File: src/verilog/power_mode_cfg.svh
`ifndef POWER_MODE_CFG_SVH
`define POWER_MODE_CFG_SVH

// ==========================================
// Widths
`define PORTA_W        8
`define CAUSE_W        4

// ==========================================
// Register byte offsets
`define OFF_CTL        8'h00
`define OFF_OSC        8'h04
`define OFF_STAT       8'h08
`define OFF_WAKE_EN    8'h0C
`define OFF_CAUSE      8'h10

// ==========================================
// Clock control register fields
`define CTL_SEL        7:5
`define CTL_FAST_SRC   3
`define CTL_SLOW_SRC   2
`define CTL_HI_IDLE    1
`define CTL_LO_IDLE    0
`define CTL_RST        8'h00
`define CTL_WMASK      8'hEF
`define SEL_SLOW       3'h7

// ==========================================
// Oscillator register fields
`define OSC_EN         2:0
`define OSC_FREQ       4:3
`define OSC_STABLE     10:8
`define OSC_EN_RST     3'h1
`define FREQ_RST       2'h0
`define OSC_INT_FAST   0
`define OSC_EXT_FAST   1
`define OSC_EXT_SLOW   2

// ==========================================
// Status register fields
`define STAT_PWRDN     0
`define STAT_EXPIRED   1
`define STAT_SLOW      2
`define STAT_BUSY      3

// ==========================================
// Wake cause bits
`define CAUSE_IRQ      0
`define CAUSE_PA       1
`define CAUSE_WDT      2
`define CAUSE_CLR      3

// ==========================================
// Timing counts in pclk cycles
`define SW_HOLD_CYC    4
`define SLOW_TICK_CYC  1220

`endif

File: src/verilog/power_mode_pkg.sv
`default_nettype none
`include "power_mode_cfg.svh"

package power_mode_pkg;

	typedef enum logic [5:0] {
		ST_RUN       = 6'h01,
		ST_SLEEP     = 6'h02,
		ST_IDLE_SLOW = 6'h04,
		ST_IDLE_BOTH = 6'h08,
		ST_IDLE_FAST = 6'h10,
		ST_WAKE      = 6'h20
	} pm_state_e;

	typedef struct packed {
		logic                clear_pin_n;
		logic                wdt_overflow;
		logic [`PORTA_W-1:0] port_a;
		logic [`PORTA_W-1:0] irq_req;
		logic [`PORTA_W-1:0] irq_en;
		logic                stack_full;
	} wake_in_s;

	typedef struct packed {
		logic       cpu_clk_en;
		logic       fast_clk_en;
		logic       slow_clk_en;
		logic       wdt_clk_en;
		logic [2:0] sysclk_sel;
		logic       fast_src;
		logic       slow_src;
		logic       div_tick;
	} clk_ctl_s;

	typedef struct packed {
		logic full_reset;
		logic wdt_reset;
		logic resume_next;
		logic irq_service;
		logic wdt_clear;
	} cpu_evt_s;

endpackage

`default_nettype wire

File: src/verilog/sync2.sv
`timescale 1ns/1ps
`default_nettype none

module sync2 #(
	parameter int           W   = 1,
	parameter logic [W-1:0] RST = '0
) (
	// Clock and reset
	input  wire logic         clk,
	input  wire logic         rst_n,
	// Data
	input  wire logic [W-1:0] d,
	output logic      [W-1:0] q
);

	logic [W-1:0] meta_q;

	always_ff @(posedge clk or negedge rst_n) begin
		if (!rst_n) begin
			meta_q <= RST;
			q      <= RST;
		end else begin
			meta_q <= d;
			q      <= meta_q;
		end
	end

endmodule // sync2

`default_nettype wire

File: src/verilog/sysclk_switch.sv
`timescale 1ns/1ps
`default_nettype none
`include "power_mode_cfg.svh"

module sysclk_switch (
	// Clock and reset
	input  wire logic       clk,
	input  wire logic       rst_n,
	// Request
	input  wire logic [2:0] req_sel,
	input  wire logic       fast_ok,
	input  wire logic       slow_ok,
	// Active selection
	output logic      [2:0] sel_q,
	output logic            gate_q,
	output logic            tick_q,
	output logic            busy_q
);

	logic [2:0]  hold_q;
	logic [5:0]  div_q;
	logic [10:0] slow_cnt_q;

	// ==========================================
	// Switch decode
	wire logic       target_ok = (req_sel == `SEL_SLOW) ? slow_ok : fast_ok;
	wire logic       change    = req_sel != sel_q;
	wire logic       go        = change & target_ok;
	wire logic       last      = hold_q == 3'(`SW_HOLD_CYC - 1);
	wire logic [5:0] mask      = ~(6'h3F << sel_q);
	wire logic       slow_wrap = slow_cnt_q == 11'(`SLOW_TICK_CYC - 1);

	// ==========================================
	// Gate off, swap source, gate on
	always_ff @(posedge clk or negedge rst_n) begin
		if (!rst_n) begin
			sel_q      <= 3'h0;
			gate_q     <= 1'b1;
			tick_q     <= 1'b0;
			busy_q     <= 1'b0;
			hold_q     <= 3'h0;
			div_q      <= 6'h00;
			slow_cnt_q <= 11'h000;
		end else begin
			busy_q     <= change;
			gate_q     <= ~go;
			hold_q     <= (go & ~last) ? hold_q + 3'h1 : 3'h0;
			if (go & last) begin
				sel_q <= req_sel;
			end
			div_q      <= div_q + 6'h01;
			slow_cnt_q <= slow_wrap ? 11'h000 : slow_cnt_q + 11'h001;
			tick_q     <= (sel_q == `SEL_SLOW) ? slow_wrap : ((div_q & mask) == 6'h00);
		end
	end

endmodule // sysclk_switch

`default_nettype wire

File: src/verilog/power_mode_wakeup_ctrl.sv
`timescale 1ns/1ps
`default_nettype none
`include "power_mode_cfg.svh"

// ==========================================
// Summary of operation
// - Select field 111 in fast mode moves the system clock to the slow clock.
// - Slow clock comes from slow crystal or internal slow oscillator; must be stable.
// - Select field 000 to 110 returns to fast clock divided by 1 to 64.
// - Fast clock turned off in slow mode is used again only once stable.
// - Stop with both idle bits 0 enters sleep; only the watchdog keeps running. Here any enabled oscillator that is not the selected source stays on.
// - Stop with high 0, low 1 enters idle with slow clock only.
// - Stop with both idle bits 1 enters idle with both clocks running.
// - Stop with high 1, low 0 enters idle with fast clock only.
// - Low-power entry halts the program and keeps memory, registers and ports.
// - Low-power entry sets the power-down flag and clears the timeout flag.
// - Low-power entry clears the watchdog, which then runs only if enabled.
// - Wake on clear pin, port A falling edge, interrupt or watchdog overflow.
// - Clear pin wake gives full reset; watchdog wake gives watchdog reset.
// - Watchdog timeout in low power sets timeout flag, resets only PC and SP.
// - Power-down flag cleared by power-up or clear-watchdog, set on stop.
// - Enabled port A falling edge wakes and resumes after the stop.
// - Disabled interrupt or full stack: resume after stop, service later.
// - Enabled interrupt with free stack: normal interrupt response.
// - An interrupt already pending at entry cannot wake the device.
// - Clock control register: select 7:5, fast src 3, slow src 2, idle bits 1:0.
// - Source bits: 0 picks internal oscillator, 1 picks external crystal.
// - Stable flag clears on enable or frequency change, sets once stable.

module power_mode_wakeup_ctrl (
	// Clock and reset
	input  wire logic                       pclk,
	input  wire logic                       presetn,
	// APB slave
	input  wire logic                       psel,
	input  wire logic                       penable,
	input  wire logic                       pwrite,
	input  wire logic [7:0]                 paddr,
	input  wire logic [31:0]                pwdata,
	output logic      [31:0]                prdata,
	output logic                            pready,
	output logic                            pslverr,
	// CPU core
	input  wire logic                       stop_exec,
	input  wire logic                       clr_wdt_exec,
	output logic                            cpu_halt,
	output power_mode_pkg::cpu_evt_s        cpu_evt,
	// Watchdog and wake sources
	input  wire logic                       wdt_enable,
	input  wire power_mode_pkg::wake_in_s   wake_in,
	// Oscillators
	input  wire logic [2:0]                 osc_ready,
	input  wire logic                       int_slow_ready,
	output logic      [2:0]                 osc_on,
	output power_mode_pkg::clk_ctl_s        clk_ctl
);

	import power_mode_pkg::*;

	// ==========================================
	// State
	pm_state_e           state_q;
	pm_state_e           state_d;
	pm_state_e           lp_target;
	logic [7:0]          system_clock_ctrl_reg_q;
	logic [2:0]          osc_en_q;
	logic [1:0]          int_fast_freq_q;
	logic [2:0]          stable_q;
	logic                power_down_flag_q;
	logic                watchdog_expired_flag_q;
	logic [`PORTA_W-1:0] port_a_wake_enable_q;
	logic [`PORTA_W-1:0] irq_mask_q;
	logic [`PORTA_W-1:0] porta_prev_q;
	logic [`CAUSE_W-1:0] cause_q;
	logic                serve_q;
	logic [2:0]          on_d;
	logic [2:0]          restart;
	logic [`PORTA_W:0]   pin_s;
	logic [2:0]          act_sel;
	logic                sw_gate;
	logic                sw_tick;
	logic                sw_busy;

	// ==========================================
	// Register fields
	wire logic [2:0] sysclk_select_field = system_clock_ctrl_reg_q[`CTL_SEL];
	wire logic       fast_source_select  = system_clock_ctrl_reg_q[`CTL_FAST_SRC];
	wire logic       slow_source_select  = system_clock_ctrl_reg_q[`CTL_SLOW_SRC];
	wire logic       high_idle_enable    = system_clock_ctrl_reg_q[`CTL_HI_IDLE];
	wire logic       low_idle_enable     = system_clock_ctrl_reg_q[`CTL_LO_IDLE];

	// ==========================================
	// APB decode
	wire logic setup     = psel & ~penable;
	wire logic wr        = psel & penable & pwrite & pready;
	wire logic hit_ctl   = paddr == `OFF_CTL;
	wire logic hit_osc   = paddr == `OFF_OSC;
	wire logic hit_stat  = paddr == `OFF_STAT;
	wire logic hit_wake  = paddr == `OFF_WAKE_EN;
	wire logic hit_cause = paddr == `OFF_CAUSE;
	wire logic mapped    = hit_ctl | hit_osc | hit_stat | hit_wake | hit_cause;
	wire logic wr_ctl    = wr & hit_ctl;
	wire logic wr_osc    = wr & hit_osc;
	wire logic wr_wake   = wr & hit_wake;
	wire logic freq_chg  = wr_osc & (pwdata[`OSC_FREQ] != int_fast_freq_q);

	wire logic [31:0] rd_ctl   = {24'h000000, system_clock_ctrl_reg_q};
	wire logic [31:0] rd_osc   = {21'h000000, stable_q, 3'h0, int_fast_freq_q, osc_en_q};
	wire logic [31:0] rd_stat  = {28'h0000000, sw_busy, act_sel == `SEL_SLOW,
		watchdog_expired_flag_q, power_down_flag_q};
	wire logic [31:0] rd_wake  = {{(32-`PORTA_W){1'b0}}, port_a_wake_enable_q};
	wire logic [31:0] rd_cause = {{(32-`CAUSE_W){1'b0}}, cause_q};
	wire logic [31:0] rd_word  = hit_ctl ? rd_ctl :
		hit_osc ? rd_osc :
		hit_stat ? rd_stat :
		hit_wake ? rd_wake :
		hit_cause ? rd_cause : 32'h00000000;

	// ==========================================
	// Oscillator selection and readiness
	wire logic fast_ok = fast_source_select ? stable_q[`OSC_EXT_FAST] : stable_q[`OSC_INT_FAST];
	wire logic slow_ok = slow_source_select ? stable_q[`OSC_EXT_SLOW] : int_slow_ready;
	wire logic slow_on = act_sel == `SEL_SLOW;
	wire logic cur_ok  = slow_on ? slow_ok : fast_ok;

	// ==========================================
	// Mode decode
	wire logic in_run   = state_q == ST_RUN;
	wire logic in_wake  = state_q == ST_WAKE;
	wire logic in_lp    = ~in_run & ~in_wake;
	wire logic entry    = in_run & stop_exec;
	wire logic fast_need = (in_run & ~(slow_on & sysclk_select_field == `SEL_SLOW)) |
		(in_wake & ~slow_on) | (state_q == ST_IDLE_BOTH) | (state_q == ST_IDLE_FAST);
	wire logic slow_need = in_run | in_wake | (state_q == ST_IDLE_SLOW) |
		(state_q == ST_IDLE_BOTH);

	assign lp_target = !high_idle_enable ?
		(!low_idle_enable ? ST_SLEEP : ST_IDLE_SLOW) :
		(low_idle_enable ? ST_IDLE_BOTH : ST_IDLE_FAST);

	// ==========================================
	// Wake sources
	wire logic                clr_s    = pin_s[`PORTA_W];
	wire logic [`PORTA_W-1:0] porta_s  = pin_s[`PORTA_W-1:0];
	wire logic [`PORTA_W-1:0] pa_fall  = porta_prev_q & ~porta_s & port_a_wake_enable_q;
	wire logic [`PORTA_W-1:0] new_irq  = wake_in.irq_req & ~irq_mask_q;
	wire logic                clr_wake = ~clr_s;
	wire logic                wdt_wake = wake_in.wdt_overflow;
	wire logic                pa_wake  = |pa_fall;
	wire logic                irq_wake = |new_irq;
	wire logic                any_wake = clr_wake | wdt_wake | pa_wake | irq_wake;
	wire logic                wake_now = in_lp & any_wake;
	wire logic                serve_d  = |(new_irq & wake_in.irq_en) & ~wake_in.stack_full;
	wire logic                rst_cause = cause_q[`CAUSE_CLR] | cause_q[`CAUSE_WDT];
	wire logic                leave    = in_wake & (rst_cause | cur_ok);

	wire logic [`CAUSE_W-1:0] cause_d = clr_wake ? 4'h8 :
		wdt_wake ? 4'h4 :
		pa_wake ? 4'h2 : 4'h1;

	// ==========================================
	// Oscillator enables
	assign on_d[`OSC_INT_FAST] = osc_en_q[`OSC_INT_FAST] & (fast_need | fast_source_select);
	assign on_d[`OSC_EXT_FAST] = osc_en_q[`OSC_EXT_FAST] & (fast_need | ~fast_source_select);
	assign on_d[`OSC_EXT_SLOW] = osc_en_q[`OSC_EXT_SLOW] & (slow_need | ~slow_source_select);
	assign restart = (on_d & ~osc_on) | {2'b00, freq_chg};

	// ==========================================
	// Pin synchroniser and clock switch
	sync2 #(
		.W   (`PORTA_W + 1),
		.RST ({(`PORTA_W + 1){1'b1}})
	) u_pin_sync (
		.clk   (pclk),
		.rst_n (presetn),
		.d     ({wake_in.clear_pin_n, wake_in.port_a}),
		.q     (pin_s)
	);

	sysclk_switch u_switch (
		.clk     (pclk),
		.rst_n   (presetn),
		.req_sel (sysclk_select_field),
		.fast_ok (fast_ok),
		.slow_ok (slow_ok),
		.sel_q   (act_sel),
		.gate_q  (sw_gate),
		.tick_q  (sw_tick),
		.busy_q  (sw_busy)
	);

	// ==========================================
	// Power mode state machine
	always_comb begin
		state_d = state_q;
		case (state_q)
			ST_RUN: begin
				if (stop_exec) begin
					state_d = lp_target;
				end
			end
			ST_SLEEP, ST_IDLE_SLOW, ST_IDLE_BOTH, ST_IDLE_FAST: begin
				if (any_wake) begin
					state_d = ST_WAKE;
				end
			end
			ST_WAKE: begin
				if (leave) begin
					state_d = ST_RUN;
				end
			end
			default: begin
				state_d = ST_RUN;
			end
		endcase
	end

	always_ff @(posedge pclk or negedge presetn) begin
		if (!presetn) begin
			state_q <= ST_RUN;
		end else begin
			state_q <= state_d;
		end
	end

	// ==========================================
	// APB slave
	always_ff @(posedge pclk or negedge presetn) begin
		if (!presetn) begin
			pready  <= 1'b0;
			pslverr <= 1'b0;
			prdata  <= 32'h00000000;
		end else begin
			pready  <= setup;
			pslverr <= setup & ~mapped;
			prdata  <= (setup & ~pwrite) ? rd_word : 32'h00000000;
		end
	end

	// ==========================================
	// Software registers
	always_ff @(posedge pclk or negedge presetn) begin
		if (!presetn) begin
			system_clock_ctrl_reg_q <= `CTL_RST;
			osc_en_q                <= `OSC_EN_RST;
			int_fast_freq_q         <= `FREQ_RST;
			port_a_wake_enable_q    <= {`PORTA_W{1'b0}};
		end else begin
			if (wr_ctl) begin
				system_clock_ctrl_reg_q <= pwdata[7:0] & `CTL_WMASK;
			end
			if (wr_osc) begin
				osc_en_q        <= pwdata[`OSC_EN];
				int_fast_freq_q <= pwdata[`OSC_FREQ];
			end
			if (wr_wake) begin
				port_a_wake_enable_q <= pwdata[`PORTA_W-1:0];
			end
		end
	end

	// ==========================================
	// Oscillator stable flags
	for (genvar i = 0; i < 3; i++) begin : g_stable
		always_ff @(posedge pclk or negedge presetn) begin
			if (!presetn) begin
				stable_q[i] <= 1'b0;
			end else if (restart[i] | ~osc_on[i]) begin
				stable_q[i] <= 1'b0;
			end else if (osc_ready[i]) begin
				stable_q[i] <= 1'b1;
			end
		end
	end

	// ==========================================
	// Status flags
	always_ff @(posedge pclk or negedge presetn) begin
		if (!presetn) begin
			power_down_flag_q       <= 1'b0;
			watchdog_expired_flag_q <= 1'b0;
		end else begin
			power_down_flag_q       <= entry | (power_down_flag_q & ~clr_wdt_exec);
			watchdog_expired_flag_q <= wdt_wake | (watchdog_expired_flag_q & ~entry);
		end
	end

	// ==========================================
	// Wake bookkeeping
	always_ff @(posedge pclk or negedge presetn) begin
		if (!presetn) begin
			irq_mask_q   <= {`PORTA_W{1'b0}};
			porta_prev_q <= {`PORTA_W{1'b1}};
			cause_q      <= {`CAUSE_W{1'b0}};
			serve_q      <= 1'b0;
		end else begin
			porta_prev_q <= porta_s;
			if (entry) begin
				irq_mask_q <= wake_in.irq_req;
			end
			if (wake_now) begin
				cause_q <= cause_d;
				serve_q <= serve_d;
			end
		end
	end

	// ==========================================
	// CPU events
	always_ff @(posedge pclk or negedge presetn) begin
		if (!presetn) begin
			cpu_evt  <= '0;
			cpu_halt <= 1'b0;
		end else begin
			cpu_halt              <= state_d != ST_RUN;
			cpu_evt.full_reset    <= (wake_now & clr_wake) | (in_run & wdt_wake);
			cpu_evt.wdt_reset     <= wake_now & ~clr_wake & wdt_wake;
			cpu_evt.resume_next   <= leave & (cause_q[`CAUSE_PA] |
				(cause_q[`CAUSE_IRQ] & ~serve_q));
			cpu_evt.irq_service   <= leave & cause_q[`CAUSE_IRQ] & serve_q;
			cpu_evt.wdt_clear     <= entry | clr_wdt_exec;
		end
	end

	// ==========================================
	// Clock enables to the rest of the chip
	always_ff @(posedge pclk or negedge presetn) begin
		if (!presetn) begin
			osc_on  <= 3'h0;
			clk_ctl <= '0;
		end else begin
			osc_on              <= on_d;
			clk_ctl.cpu_clk_en  <= (state_d == ST_RUN) & sw_gate & cur_ok;
			clk_ctl.fast_clk_en <= fast_need & fast_ok;
			clk_ctl.slow_clk_en <= slow_need & slow_ok;
			clk_ctl.wdt_clk_en  <= wdt_enable;
			clk_ctl.sysclk_sel  <= act_sel;
			clk_ctl.fast_src    <= fast_source_select;
			clk_ctl.slow_src    <= slow_source_select;
			clk_ctl.div_tick    <= sw_tick & sw_gate;
		end
	end

endmodule // power_mode_wakeup_ctrl

`default_nettype wire

File: config.mk
export PLATFORM = sky130hd
export DESIGN_NAME = power_mode_wakeup_ctrl
export DESIGN_NICKNAME = d
export VERILOG_FILES = /design/src/verilog/power_mode_pkg.sv /design/src/verilog/sync2.sv /design/src/verilog/sysclk_switch.sv /design/src/verilog/power_mode_wakeup_ctrl.sv
export VERILOG_INCLUDE_DIRS = /design/src /design/src/verilog
export SDC_FILE = /design/constraint.sdc
export NUM_CORES = 1
export LEC_CHECK = 0
export ABC_AREA = 1
export BUFFER_PORTS_ARGS = -buffer_cell sky130_fd_sc_hd__buf_2
export CAP_MARGIN = 20
export CORE_ASPECT_RATIO = 0.5
export CORE_MARGIN = 2
export CORE_UTILIZATION = 58
export DETAILED_ROUTE_END_ITERATION = 16
export PLACE_DENSITY = 0.89
export RECOVER_POWER = 50
export SYNTH_ARGS = -nofsm -noshare
export SYNTH_HDL_FRONTEND = slang
export SYNTH_HIERARCHICAL = 1
export SYNTH_SLANG_ARGS = --single-unit
File: constraint.sdc
create_clock -name pclk -period 2.03 [get_ports pclk]
set_input_delay 0.5075 -clock pclk [delete_from_list [all_inputs] [get_ports pclk]]
set_output_delay 0.5075 -clock pclk [all_outputs]
set_load 0.05 [all_outputs]
* Word level (Yosys, flattened, before mapping) *
Index checks and enable logic that the tools add are counted.

cells by class
  multiplexer cells = 29
  shifts and indexed selects = 1
  bitwise gates (word level) = 95
  eq/ne operators = 18
  add/subtract/negate cells = 3
  reduce and logical (&&, ||, !) cells = 9

operators with widths
  cell                                                             number
  11-bit 2-to-1 mux                                                4
  1-bit AND                                                        39
  8-bit AND                                                        4
  1-bit OR                                                         26
  8-bit OR reduction                                               3
  1-bit inverter                                                   19
  6-bit 2-to-1 mux                                                 3
  6-bit case mux with 3 select lines                               1
  8-bit by 4-bit == test with 1-bit output, second input constant  2
  8-bit 2-to-1 mux                                                 2
  8-bit inverter                                                   2
  6-bit by 1-bit == test with 1-bit output, second input constant  2
  11-bit by 1-bit adder with 11-bit output, second input constant  1
  11-bit == test, second input constant                            1
  1-bit 2-to-1 mux                                                 11
  5-bit 2-to-1 mux                                                 2
  3-bit 2-to-1 mux                                                 3
  8-bit by 3-bit == test with 1-bit output, second input constant  1
  8-bit by 5-bit == test with 1-bit output, second input constant  1
  8-bit zero test                                                  1
  4-bit 2-to-1 mux                                                 2
  6-bit by 1-bit adder with 6-bit output, second input constant    1
  6-bit AND                                                        1
  3-bit == test, second input constant                             2
  19 further kinds                                                 21

word-level totals
  register bits after elaboration = 128
  logic and storage cells = 196

* Logic depth before layout (Yosys ltp) *
Gate-level depths: netlist (run 1).

  depth in word-level cells = 13
  depth in mapped cells = 10

* By module *
Netlist (run 1), hierarchy kept.

modules (own cells, without submodules)
  module                  times used  cells each  area an instance (um^2)
  power_mode_wakeup_ctrl  1           444         3,927.5
  sysclk_switch           1           148         1,312.5
  sync2                   1           18          473.0

* Worst setup path before layout (run 1) *
Ideal clock, no wire load.

  path type = input to register
  start point = input paddr[1]
  end point = register system_clock_ctrl_reg_q[3]
  required time = 1.911 ns
  setup slack = 0.513 ns
  setup time = 0.119 ns
  arrival = 1.398 ns
  stages = 9
  cells stage by stage = nor2_2 inv_2 nor2_4 nand3_4 inv_2 nand2_4 buf_6 nand2_1 o21ai_2

on the way
  cells in the longest elaborated chain, start to end = 2

RTL lines
  element                    RTL line                       text
  start, declared            power_mode_wakeup_ctrl.sv:38   input wire logic [7:0] paddr,
  8-bit zero test (no line)  --
  1-bit AND                  power_mode_wakeup_ctrl.sv:102  wire logic wr_ctl = wr & hit_ctl;
  end signal, assigned       power_mode_wakeup_ctrl.sv:244  system_clock_ctrl_reg_q <= `CTL_RST;
  end signal, assigned       power_mode_wakeup_ctrl.sv:250  system_clock_ctrl_reg_q <= pwdata[7:0] & `CTL_WMASK;
  end, declared              power_mode_wakeup_ctrl.sv:65   logic [7:0] system_clock_ctrl_reg_q;

No other way between the ends.
A chain may end at the register's enable or synchronous reset.

* Worst setup path in the final report (run 1) *
  start point = register u_pin_sync.q[6]
  end point = register cause_q[0]

on the way
  cells in the longest elaborated chain, start to end = 7
  elaborated cells between the ends (all ways) = 10
  those cells by class = 3 x mux; 6 x bitwise; 1 x reduce/logical

RTL lines
  element                                               RTL line                                                      text
  start, declared                                       sync2.sv:13                                                   output logic [W-1:0] q
  start signal, assigned                                sync2.sv:24                                                   q <= meta_q;
  8-bit inverter *                                      power_mode_wakeup_ctrl.sv:145                                 wire logic [`PORTA_W-1:0] pa_fall = porta_prev_q & ~porta_s & port_a_wake_enable_q;
  8-bit AND * (2 in a row)                              power_mode_wakeup_ctrl.sv:145
  8-bit OR reduction *                                  power_mode_wakeup_ctrl.sv:149                                 wire logic pa_wake = |pa_fall;
  2-bit 2-to-1 mux / 1-bit OR (equally long branches)   power_mode_wakeup_ctrl.sv:159, power_mode_wakeup_ctrl.sv:151
  3-bit 2-to-1 mux / 1-bit OR (equally long branches)   power_mode_wakeup_ctrl.sv:158, power_mode_wakeup_ctrl.sv:151
  4-bit 2-to-1 mux / 1-bit AND (equally long branches)  power_mode_wakeup_ctrl.sv:157, power_mode_wakeup_ctrl.sv:152
  end signal, assigned                                  power_mode_wakeup_ctrl.sv:294                                 cause_q <= {`CAUSE_W{1'b0}};
  end signal, assigned                                  power_mode_wakeup_ctrl.sv:302                                 cause_q <= cause_d;
  end, declared                                         power_mode_wakeup_ctrl.sv:74                                  logic [`CAUSE_W-1:0] cause_q;

Every way passes the cells marked *; elsewhere a longest branch is shown, timed or not.

==> qor.txt, run 1 <==
relative slew slack = 39.9%
M1 WL = 5320 µm
die area = 0.0107 mm²
layout cell share with drive strength beyond 1 = 27.9%
WL met3 = 949 µm
number of antenna diodes = 0
Fmax = 570 MHz
Hold Buf Count CTS = 0
final hold slack = 0.190 ns
Slew Limit Fails = 0
Die Width = 144 µm
vias in the first global route = 4429
status = finished, final reports clean
via count = 4522
Peak VDD IR = 0.881 mV
initial antenna violation count = 0
RSZ-0062 raised after global routing = no
met2 routed WL = 6580 µm
post-synthesis adder-cell area fraction = 0.876%
Leak = 0.00365 µW
Std-Cell Rows = 25
Reg2Reg Setup Slack = 0.27 ns
clk_lat worst skew = 0.41 ns
# Post-CTS Setup Buffers = 0
area growth from synthesis to layout = 20.9%
via/cell ratio = 5.24
Final ANT Viol Nets = 0
multiplexer share of the synthesized area = 0%
worst min path class = in2async
Avg Synthesized Cell Area = 9.37 µm²
post-DR wirelength/cell = 15.2 µm
drt drc = 0
global route total overflow = 0
Critical Path Start Type = register
post-synthesis xor/xnor area fraction = 1.69%
Simple-Gate Fraction of Synth Area = 24.3%
gr usage total = 25.8%
TritonCTS buffer count = 17
worst setup path start = u_pin_sync/q[6]
critical path endpoint category = register
Die H = 74.2 µm
clock buffer depth = 2
Max FO, Critical Path = 9
WP data required = 2.35 ns
core footprint = 0.00951 mm²
register area share after synthesis = 56.7%
setup violators final = 0
largest family of logic cells by synthesized area = simple AND/OR/NAND/NOR gates
pin count of the biggest net entering global routing = 37
Yosys cell types = 40
Root Buffer = clkbuf_16
Final period util = 86.5%
DPL Wire Length = 8580 µm
first-pass GRT wire length = 20600 µm
Setup CP Type = reg2reg
PwrDens = 1110 mW/mm²
top layer in use = met4
CP arrival = 2.08 ns
Final Total Pwr = 7690 µW
clock-pin slew on the worst setup and hold paths = 0.06 ns
Final Critical Period = 1.76 ns
CTS tree = built
clk_skew = 0.00755 ns
Clock Sinks = 128
final core occ = 72.6%
Reg2Reg Launch Point = u_pin_sync/q[6]
I/O Pins = 132
Iteration-0 DRC Markers = 324
TritonRoute pass-1 iters = 14
H-Tree Level Count = 4
Filler cells = 651
RD Place Congestion = 0.847
Hold Violations, Final = 0
cell taking the most area after synthesis = dfrtp_1
ranking of synthesized cells by area = dfrtp_1 (43%), dfstp_2 (13%), nand2_1 (9.3%)
Synth top area share = 43.4%
Initial Utilization = 60.1%
max cap viols = 0
number of port buffers = 86
post-synthesis compound-gate area fraction = 7.18%
Least-Margin Pin Slew = 0.902 ns
Setup TNS Final = 0 ns
Syn Inst Count = 610
Yosys reg bits = 128
Total Wirelength = 13200 µm
Yosys Warn Count = 6
cells resized by post-CTS repair = 0
cell area after synthesis = 0.00571 mm²
Final nets = 798
[worst paths after layout]
check / to / cells past startpoint
max in group asynchronous: irq_mask_q[1] / 2
hold / removal: port_a_wake_enable_q[0] / 1
hold reg to reg: u_pin_sync/q[3] / 0
setup reg to reg: cause_q[0] / 10
min in group pclk: u_pin_sync/meta_q[8] / 1
setup / recovery: cause_q[0] / 10
[layout make-up]
cell class / instances / area (µm²) / share of cell area [%]
Clock buffer: 26 / 617 / 8.93
Clock inverter: 6 / 72.6 / 1.05
Inverter: 88 / 333 / 4.82
Multi-Input combinational cell: 390 / 2020 / 29.3
Sequential cell: 128 / 3240 / 46.9
Tap cell: 135 / 169 / 2.45
Timing Repair Buffer: 90 / 453 / 6.56
[metrics by stage]
step                cells  setup slack (ns)  cell area (µm²)
floorplan             630             0.513             5790
global placement      831             0.323             6270
detailed placement    831             0.253             6270
CTS                   863             0.301             6960
global route          863             0.136             6910
finish                863             0.275             6910
[layout by cell type (no fill, tap or decap), types with 2 or more instances in the layout]
master and instances:
a21oi_1 12, buf_2 85, clkbuf_16 23, clkbuf_2 4
clkbuf_8 3, clkinv_4 3, conb_1 21, dfrtp_1 99
dfstp_1 3, dfstp_2 26, ha_1 4, inv_1 80
inv_2 7, nand2_1 142, nand2_2 6, nand2_4 3
nand3_1 43, nand3_2 3, nand3_4 2, nand3b_1 5
nand4_1 12, nor2_1 46, nor2_2 7, nor2_4 4
nor3_1 4, nor3_2 3, o21a_1 3, o21ai_0 31
o21ai_2 15, o22ai_1 2, xor2_1 10
[sequential cells by signal, indices dropped and copies added (netlist names), 3 cells and up]
register and cells:
clk_ctl 10, osc_en_q 3, cause_q 4, u_pin_sync/meta_q 9
system_clock_ctrl_reg_q 7, u_switch/sel_q 3, osc_on 3, irq_mask_q 8
rd_osc 3, porta_prev_q 8, cpu_evt 5, port_a_wake_enable_q 8
u_switch/hold_q 3, u_pin_sync/q 9, u_switch/slow_cnt_q 11, state_q 6
prdata 11, u_switch/div_q 6
[worst max-delay path: stages (launching register included)]
cell and delay, ns:
dfstp_1 0.54, inv_1 0.05, nand3_1 0.06, nand2_1 0.06, nor2_1 0.09, nand2_1 0.12
nor2_1 0.23, nand2_1 0.19, nand2_4 0.15, nand2_1 0.08, o21ai_0 0.09
[logic make-up after synthesis]
| logic type | count (synthesis) |
|---|---|
| XOR/XNOR | 11 |
| AND/OR/NAND/NOR | 287 |
| flip-flops | 128 |
| buffers and inverters | 112 |
| other | 1 |
| adder cells (fa/ha/maj) | 4 |
| AO/OA/AOI/OAI | 67 |
[layer usage]
| metal | GRT usage (%) | vias up |
|---|---|---|
| li1 | - | 2111 |
| met1 | 31.1 | 2148 |
| met2 | 45.3 | 224 |
| met3 | 6.63 | 39 |
| met4 | 10.9 | 0 |
| met5 | 0 | - |
[power by group]
group	internal, µW	leakage, µW	total, µW	switching (µW)
Sequential	2820	0.00159	2960	134
Clock	2240	0.000336	3400	1160
Combinational	339	0.00172	1330	988
Total	5400	0.00365	7690	2290
[synthesized netlist by cell type (all sizes together)]
cell type	number
a21o	1
a21oi	12
and2	1
and3	1
buf	24
conb	1
dfrtp	99
dfstp	29
ha	4
inv	88
nand2	151
nand3	48
nand3b	6
nand4	13
nor2	58
nor3	8
nor3b	1
o2111ai	1
o211ai	1
o21a	3
o21ai	47
o22ai	2
xnor2	1
xor2	10
Note: power is estimated with default switching activity, not from simulation.
==> run 2, diff against run 1 <==
--- a/config.mk
+++ b/config.mk
@@ -6,14 +6,13 @@
 export SDC_FILE = /design/constraint.sdc
 export NUM_CORES = 1
 export LEC_CHECK = 0
-export ABC_AREA = 1
 export BUFFER_PORTS_ARGS = -buffer_cell sky130_fd_sc_hd__buf_2
 export CAP_MARGIN = 20
 export CORE_ASPECT_RATIO = 0.5
 export CORE_MARGIN = 2
-export CORE_UTILIZATION = 58
+export CORE_UTILIZATION = 57
 export DETAILED_ROUTE_END_ITERATION = 16
-export PLACE_DENSITY = 0.89
+export PLACE_DENSITY = 0.88
 export RECOVER_POWER = 50
 export SYNTH_ARGS = -nofsm -noshare
 export SYNTH_HDL_FRONTEND = slang
==> run 2 against run 1 <==
  * Wire length is 4.1% lower
  * Critical endpoint is now state_q[2]
  * Highest routed layer unchanged
  * Via count is 10% lower
  * Clock power is 19% lower
==> qor.txt, run 2 <==
multiplexer share of the synthesized area = 7.55% (+7.6 points)
die area = 0.0103 mm² (-3.4%)
DPL Wire Length = 8470 µm (-1.2%)
WL met3 = 867 µm (-8.6%)
Iteration-0 DRC Markers = 369 (+14%)
Final period util = 93.1% (+6.6 points)
commonest non-fill, non-tap cell in the layout = dfrtp_1
global route total overflow = 0 (unchanged)
max incr delay on CP = 0.57 ns (+0.03 ns)
cell area after synthesis = 0.00542 mm² (-5.2%)
hold path cells = 1
WP data required = 2.33 ns (-0.02 ns)
M1 WL = 5100 µm (-4.1%)
Clock Sinks = 128 (unchanged)
I/O Pins = 132 (unchanged)
PwrDens = 1060 mW/mm² (-4.5%)
top post-synthesis cells by count = dfrtp_1 (99), dfstp_2 (29), nand2_1 (29)
cell count along the critical path = 6 (-4)
Slew Limit Fails = 0 (unchanged)
CP max stage cell = or4_4
Least-Margin Pin Slew = 0.873 ns (-0.0288 ns)
gr usage total = 26.4% (+0.60 points)
relative slew slack = 41.8% (+1.9 points)
TritonRoute pass-1 iters = 5 (-9)
Reg2Reg Depth = 6 (-4)
initial antenna violation count = 1 (+1)
vias in the first global route = 3949 (-11%)
core footprint = 0.00935 mm² (-1.6%)
Critical Path Start Type = register
RD Place Congestion = 0.861 (+1.7%)
ranking of synthesized cells by area = dfrtp_1 (46%), dfstp_2 (14%), mux2_2 (5.6%)
Die Width = 142 µm (-1.7%)
Simple-Gate Fraction of Synth Area = 15.1% (-9.2 points)
Final nets = 662 (-17%)
Initial Utilization = 57.9% (-2.2 points)
Fmax = 529 MHz (-7.1%)
layout cell share with drive strength beyond 1 = 34.5% (+6.6 points)
status = finished, final reports clean
critical path endpoint category = register
Total Wirelength = 12600 µm (-4.1%)
Die H = 72.9 µm (-1.7%)
Post-synth ARST share = 100% (unchanged)
Hold Buf Count CTS = 0 (unchanged)
via/cell ratio = 5.69 (+8.5%)
Buffers & Inverters on Critical Path = 1 (unchanged)
clk_lat worst skew = 0.42 ns (about the same)
TritonCTS buffer count = 17 (unchanged)
Leak = 0.00323 µW (-12%)
top layer in use = met4
Final ANT Viol Nets = 0 (unchanged)
first-pass GRT wire length = 20300 µm (-1.6%)
post-synthesis adder-cell area fraction = 0.924% (+0.048 points)
number of synthesized flops with an enable pin = 0 (unchanged)
Root Buffer = clkbuf_16
setup violators final = 0 (unchanged)
CTS tree = built
cell family with most CP delay = simple AND/OR/NAND/NOR gates
Final Critical Period = 1.89 ns (+0.134 ns)
Synth top area share = 45.7% (+2.4 points)
area growth from synthesis to layout = 22.4%
clock buffer depth = 2 (unchanged)
max cap viols = 0 (unchanged)
Syn Inst Count = 454 (-26%)
post-synthesis xor/xnor area fraction = 3.07% (+1.4 points)
Yosys Warn Count = 6 (unchanged)
CP arrival = 2.19 ns (+0.11 ns)
worst min path class = in2reg
clk_skew = 0.0116 ns (+0.00410 ns)
most frequent cells in the layout = dfrtp_1 (99), buf_2 (85), nand2_1 (29), mux2_2 (27)
biggest regs = prdata (11), u_switch/slow_cnt_q (11), clk_ctl (10)
cell taking the most area after synthesis = dfrtp_1
H-Tree Level Count = 4 (unchanged)
placed cells = 681 (-18%)
Peak VDD IR = 0.662 mV (-25%)
largest family of logic cells by synthesized area = simple AND/OR/NAND/NOR gates
Max FO, Critical Path = 7 (-2)
Yosys cell types = 55 (+38%)
RSZ-0062 raised after global routing = no
met2 routed WL = 6400 µm (-2.8%)
drt drc = 0 (unchanged)
Non-Filler Instances = 715 (-17%)
post-synthesis compound-gate area fraction = 8.39% (+1.2 points)
ys flop type = dfrtp_1
clock-pin slew on the worst setup and hold paths = 0.06 ns (about the same)
Hold Violations, Final = 0 (unchanged)
Setup CP Type = reg2reg
Std-Cell Rows = 25 (unchanged)
pin count of the biggest net entering global routing = 50 (+35%)
Yosys reg bits = 128 (unchanged)
post-DR wirelength/cell = 17.6 µm (+16%)
register area share after synthesis = 59.8% (+3.1 points)
via count = 4066 (-10%)
most frequent cell after synthesis = dfrtp_1
number of port buffers = 86 (unchanged)
Avg Synthesized Cell Area = 11.9 µm² (+27%)
final core occ = 70.9% (-1.8 points)
Cell Chain, Critical Path = nor2b_1 -> or4_4 -> nor4_4 -> nand3_1 -> buf_4 -> o32ai_1
run 2: cell families after synthesis:
kind of cell,Yosys count
xor gates and xnor gates,19
and+or+nand+nor,145
DFF,128
other,1
muxes,37
adders and majority gates,4
AOI/OAI and AO/OA,68
buffers and inverters,52
run 2: routing by layer:
metal  vias up  track usage, %
met5         -               0
met4         0            10.3
met3        29            7.94
met2       173            44.6
met1      2049            32.7
li1       1815               -
run 2: final timing paths:
path / startpoint / endpoint / slack [ns]
min in group asynchronous: presetn / port_a_wake_enable_q[6] / 0.20
worst max-delay path: irq_mask_q[1] / state_q[2] / 0.14
worst max register to register: irq_mask_q[1] / state_q[2] / 0.14
max in group asynchronous: presetn / prdata[2] / 0.59
worst min-delay path: wake_in[22] / u_pin_sync/meta_q[5] / 0.18
worst min register to register: u_pin_sync/meta_q[2] / u_pin_sync/q[2] / 0.35
run 2: where the power goes:
part | leakage (µW) | switching (µW) | internal (µW) | total (µW)
clock network | 0.000253 | 1100 | 1670 | 2770
logic | 0.00138 | 803 | 493 | 1300
registers | 0.00159 | 171 | 2810 | 2980
total | 0.00323 | 2070 | 4970 | 7040
run 2: per-stage QoR:
stage	TNS (ns)	power [µW]	instance area [µm²]	setup WS, ns	hold WS [ns]
2_1_floorplan	-0.404	3840	5490	-0.102	0.212
3_3_place_gp	-2.47	4250	6120	-0.166	0.346
3_5_place_dp	-3.42	4300	6120	-0.213	0.348
4_1_cts	0	7060	6660	0.112	0.0620
5_1_grt	0	7340	6620	0.0261	0.174
6_report	0	7040	6630	0.141	0.185
run 2: final cells by class:
type                       instances  area, µm²
sequential                       128       3240
fill                             601       2720
multi-input combinational        294       1980
timing repair buffer             113        621
clock buffer                      21        440
tap                              121        151
clock inverter                    11       93.8
inverter                          25       93.8
antenna                            2       5.00
run 2: timing repair:
| item | CTS | global route |
|---|---|---|
| endpoints found under the setup margin | 0 | 1 |
| buffers inserted | 0 | 0 |
| gates resized for setup | 0 | 1 |
==> run 3, diff against run 2 <==
--- a/config.mk
+++ b/config.mk
@@ -14,6 +14,8 @@
 export DETAILED_ROUTE_END_ITERATION = 16
 export PLACE_DENSITY = 0.88
 export RECOVER_POWER = 50
+export SKIP_LAST_GASP = 1
+export SLEW_MARGIN = 0
 export SYNTH_ARGS = -nofsm -noshare
 export SYNTH_HDL_FRONTEND = slang
 export SYNTH_HIERARCHICAL = 1
==> constraint.sdc (replaced) <==
create_clock -name pclk -period 2.5 [get_ports pclk]
set_input_delay 0.625 -clock pclk [delete_from_list [all_inputs] [get_ports pclk]]
set_output_delay 0.625 -clock pclk [all_outputs]
set_load 0.05 [all_outputs]
==> run 3 against run 2 <==
  * Power is 17% lower
  * Via count is 0.89% lower
  * Sequential cell count stayed put
  * Non-clock buffer count is 18 lower
  * Die area stayed put
  * Global-route usage is 0.49 points lower
  * Count of clock-buffer cells in the layout stayed put
  * Worst setup slack better by 0.31 ns
  * Combinational power is 27% lower
  * Cell count is 2.8% lower
  * Register-to-register slack better by 0.36 ns
  * Critical endpoint is now state_q[3]
==> qor.txt, run 3 (synthesis results as in run 2) <==
status = finished, final reports clean
number of port buffers = 86 (unchanged)
Sw Ratio = 29.2% (-0.20 points)
via count = 4030 (-0.89%)
placed cells = 663 (-2.6%)
relative slew slack = 22.2% (-20 points)
vias in the first global route = 3934 (-0.38%)
biggest regs = prdata (11), u_switch/slow_cnt_q (11), clk_ctl (10)
RSZ-0062 raised after global routing = no
Reg2Reg Setup Slack = 0.50 ns (+0.36 ns)
pre-CTS setup slack = 0.0690 ns (+0.282 ns)
Setup crit end = state_q[3]
Initial Utilization = 57.9% (unchanged)
clk_lat worst skew = 0.42 ns (about the same)
clock power share = 42.1% (+2.8 points)
Peak VDD IR = 0.645 mV (-2.6%)
Seq pwr share = 41.5% (-0.8 points)
Register Area = 0.00324 mm² (unchanged)
I/O Pins = 132 (unchanged)
Reg2Reg Depth = 5 (-1)
area of the multi-input gates = 0.00198 mm² (-0.44%)
CP arrival = 2.36 ns (+0.17 ns)
Cell Chain, Critical Path = buf_2 -> nor2b_1 -> or4_4 -> nor4_2 -> nand3_1 -> o32ai_1
logic gate share of total power = 16.4% (-2.0 points)
Hold Violations, Final = 0 (unchanged)
Iteration-0 DRC Markers = 357 (-3.3%)
cells resized by post-CTS repair = 0 (unchanged)
Net Sw Power = 1700 µW (-18%)
drt drc = 0 (unchanged)
die area = 0.0103 mm² (unchanged)
via/cell ratio = 5.80 (+2.0%)
CTS tree = built
Fmax = 487 MHz
Std-Cell Rows = 25 (unchanged)
Final nets = 644 (-2.7%)
global route total overflow = 0 (unchanged)
clock buffer depth = 2 (unchanged)
gr usage total = 25.9% (-0.49 points)
TritonCTS buffer count = 17 (unchanged)
Clock Sinks = 128 (unchanged)
Reg2Reg Launch Point = irq_mask_q[1]
clk_skew = 0.0100 ns (-0.00162 ns)
core footprint = 0.00935 mm² (unchanged)
Non-Filler Instances = 695 (-2.8%)
first-pass GRT wire length = 20000 µm (-1.7%)
critical path endpoint category = register
Max FO, Critical Path = 7 (unchanged)
post-DR wirelength/cell = 18.2 µm (+3.0%)
PwrDens = 888 mW/mm² (-16%)
Final period util = 82.2%
worst min path class = in2reg
initial antenna violation count = 1 (unchanged)
final core occ = 70.0% (-0.83 points)
# Post-CTS Setup Buffers = 0 (unchanged)
Buffers & Inverters on Critical Path = 1 (unchanged)
Final Critical Period = 2.05 ns
cell count along the critical path = 6 (unchanged)
clock-pin slew on the worst setup and hold paths = 0.06 ns (about the same)
max incr delay on CP = 0.57 ns (about the same)
max cap viols = 0 (unchanged)
Setup TNS Final = 0 ns (unchanged)
Total Wirelength = 12600 µm (+0.11%)
Slew Limit Fails = 0 (unchanged)
H-Tree Level Count = 4 (unchanged)
most frequent cells in the layout = dfrtp_1 (99), buf_2 (83), nand2_1 (29), mux2_2 (27)
Die H = 72.9 µm (unchanged)
worst setup path start = wake_in[10]
Internal Power = 4120 µW (-17%)
TritonRoute pass-1 iters = 5 (unchanged)
Die Width = 142 µm (unchanged)
pin count of the biggest net entering global routing = 56 (+12%)
Final Total Pwr = 5820 µW (-17%)
layout cell share with drive strength beyond 1 = 32.8% (-1.7 points)
RD Place Congestion = 0.864 (+0.29%)
Hold Buf Count CTS = 0 (unchanged)
Final WS setup = 0.446 ns (+0.305 ns)
hold_sp = wake_in[23]
RR Endpoint = state_q[3]
Final ANT Viol Nets = 0 (unchanged)
cell family with most CP delay = simple AND/OR/NAND/NOR gates
number of antenna diodes = 0 (-2)
Setup CP Type = in2reg
DPL Wire Length = 7770 µm (-8.3%)
CP max stage cell = or4_4
Leak = 0.00317 µW (-1.6%)
Filler cells = 585 (-2.7%)
Critical Path Start Type = primary input
setup violators final = 0 (unchanged)
Least-Margin Pin Slew = 1.17 ns (+0.294 ns)
commonest non-fill, non-tap cell in the layout = dfrtp_1
area growth from synthesis to layout = 21.0%
Root Buffer = clkbuf_16
WP data required = 2.80 ns (+0.47 ns)
[run 3: power by group through the flow]
stage,sequential (µW),combinational (µW),clock [µW]
6_report,2410,955,2450
5_1_grt,2440,1040,2580
4_1_cts,2410,959,2470
3_5_place_dp,2440,946,0
3_3_place_gp,2440,920,0
2_1_floorplan,2530,591,0
[run 3: worst register-to-register path: cells and delay by family, from the launching register on]
family          cells  cell delay, ns
compound gates      1            0.35
flops               1            0.34
simple gates        4            1.20
[run 3: area by class of cell]
type / count / area share (%)
Inverter: 25 / 1.43
Clock inverter: 11 / 1.59
Multi-Input combinational cell: 294 / 30.2
Tap cell: 121 / 2.31
Timing Repair Buffer: 95 / 7.54
Sequential cell: 128 / 49.4
Clock buffer: 21 / 7.52
[run 3: layer usage]
metal  global-route usage (%)  wire length [µm]  vias to the layer above
met4                     13.3               347                        2
met5                        0                 7                        -
met2                     42.7              6260                      224
met1                     32.2              4970                     1997
met3                     7.15              1050                       36
li1                         -                 -                     1771
[run 3: stage by stage]
stage | hold WS (ns) | cell area (µm²)
5_1_grt | 0.293 | 6550
2_1_floorplan | 0.329 | 5490
3_5_place_dp | 0.347 | 5990
6_report | 0.299 | 6550
3_3_place_gp | 0.346 | 5990
4_1_cts | 0.105 | 6580
[run 3: how the worst min path moves through the flow]
| stage | end | slack [ns] | cells past startpoint |
|---|---|---|---|
| 2_1_floorplan | cause_q[0] | 0.33 | 0 |
| 3_3_place_gp | u_pin_sync/q[8] | 0.35 | 0 |
| 3_5_place_dp | u_pin_sync/q[1] | 0.35 | 0 |
| 4_1_cts | u_switch/div_q[1] | 0.10 | 1 |
| 5_1_grt | u_pin_sync/meta_q[2] | 0.29 | 1 |
| 6_report | u_pin_sync/meta_q[6] | 0.30 | 1 |
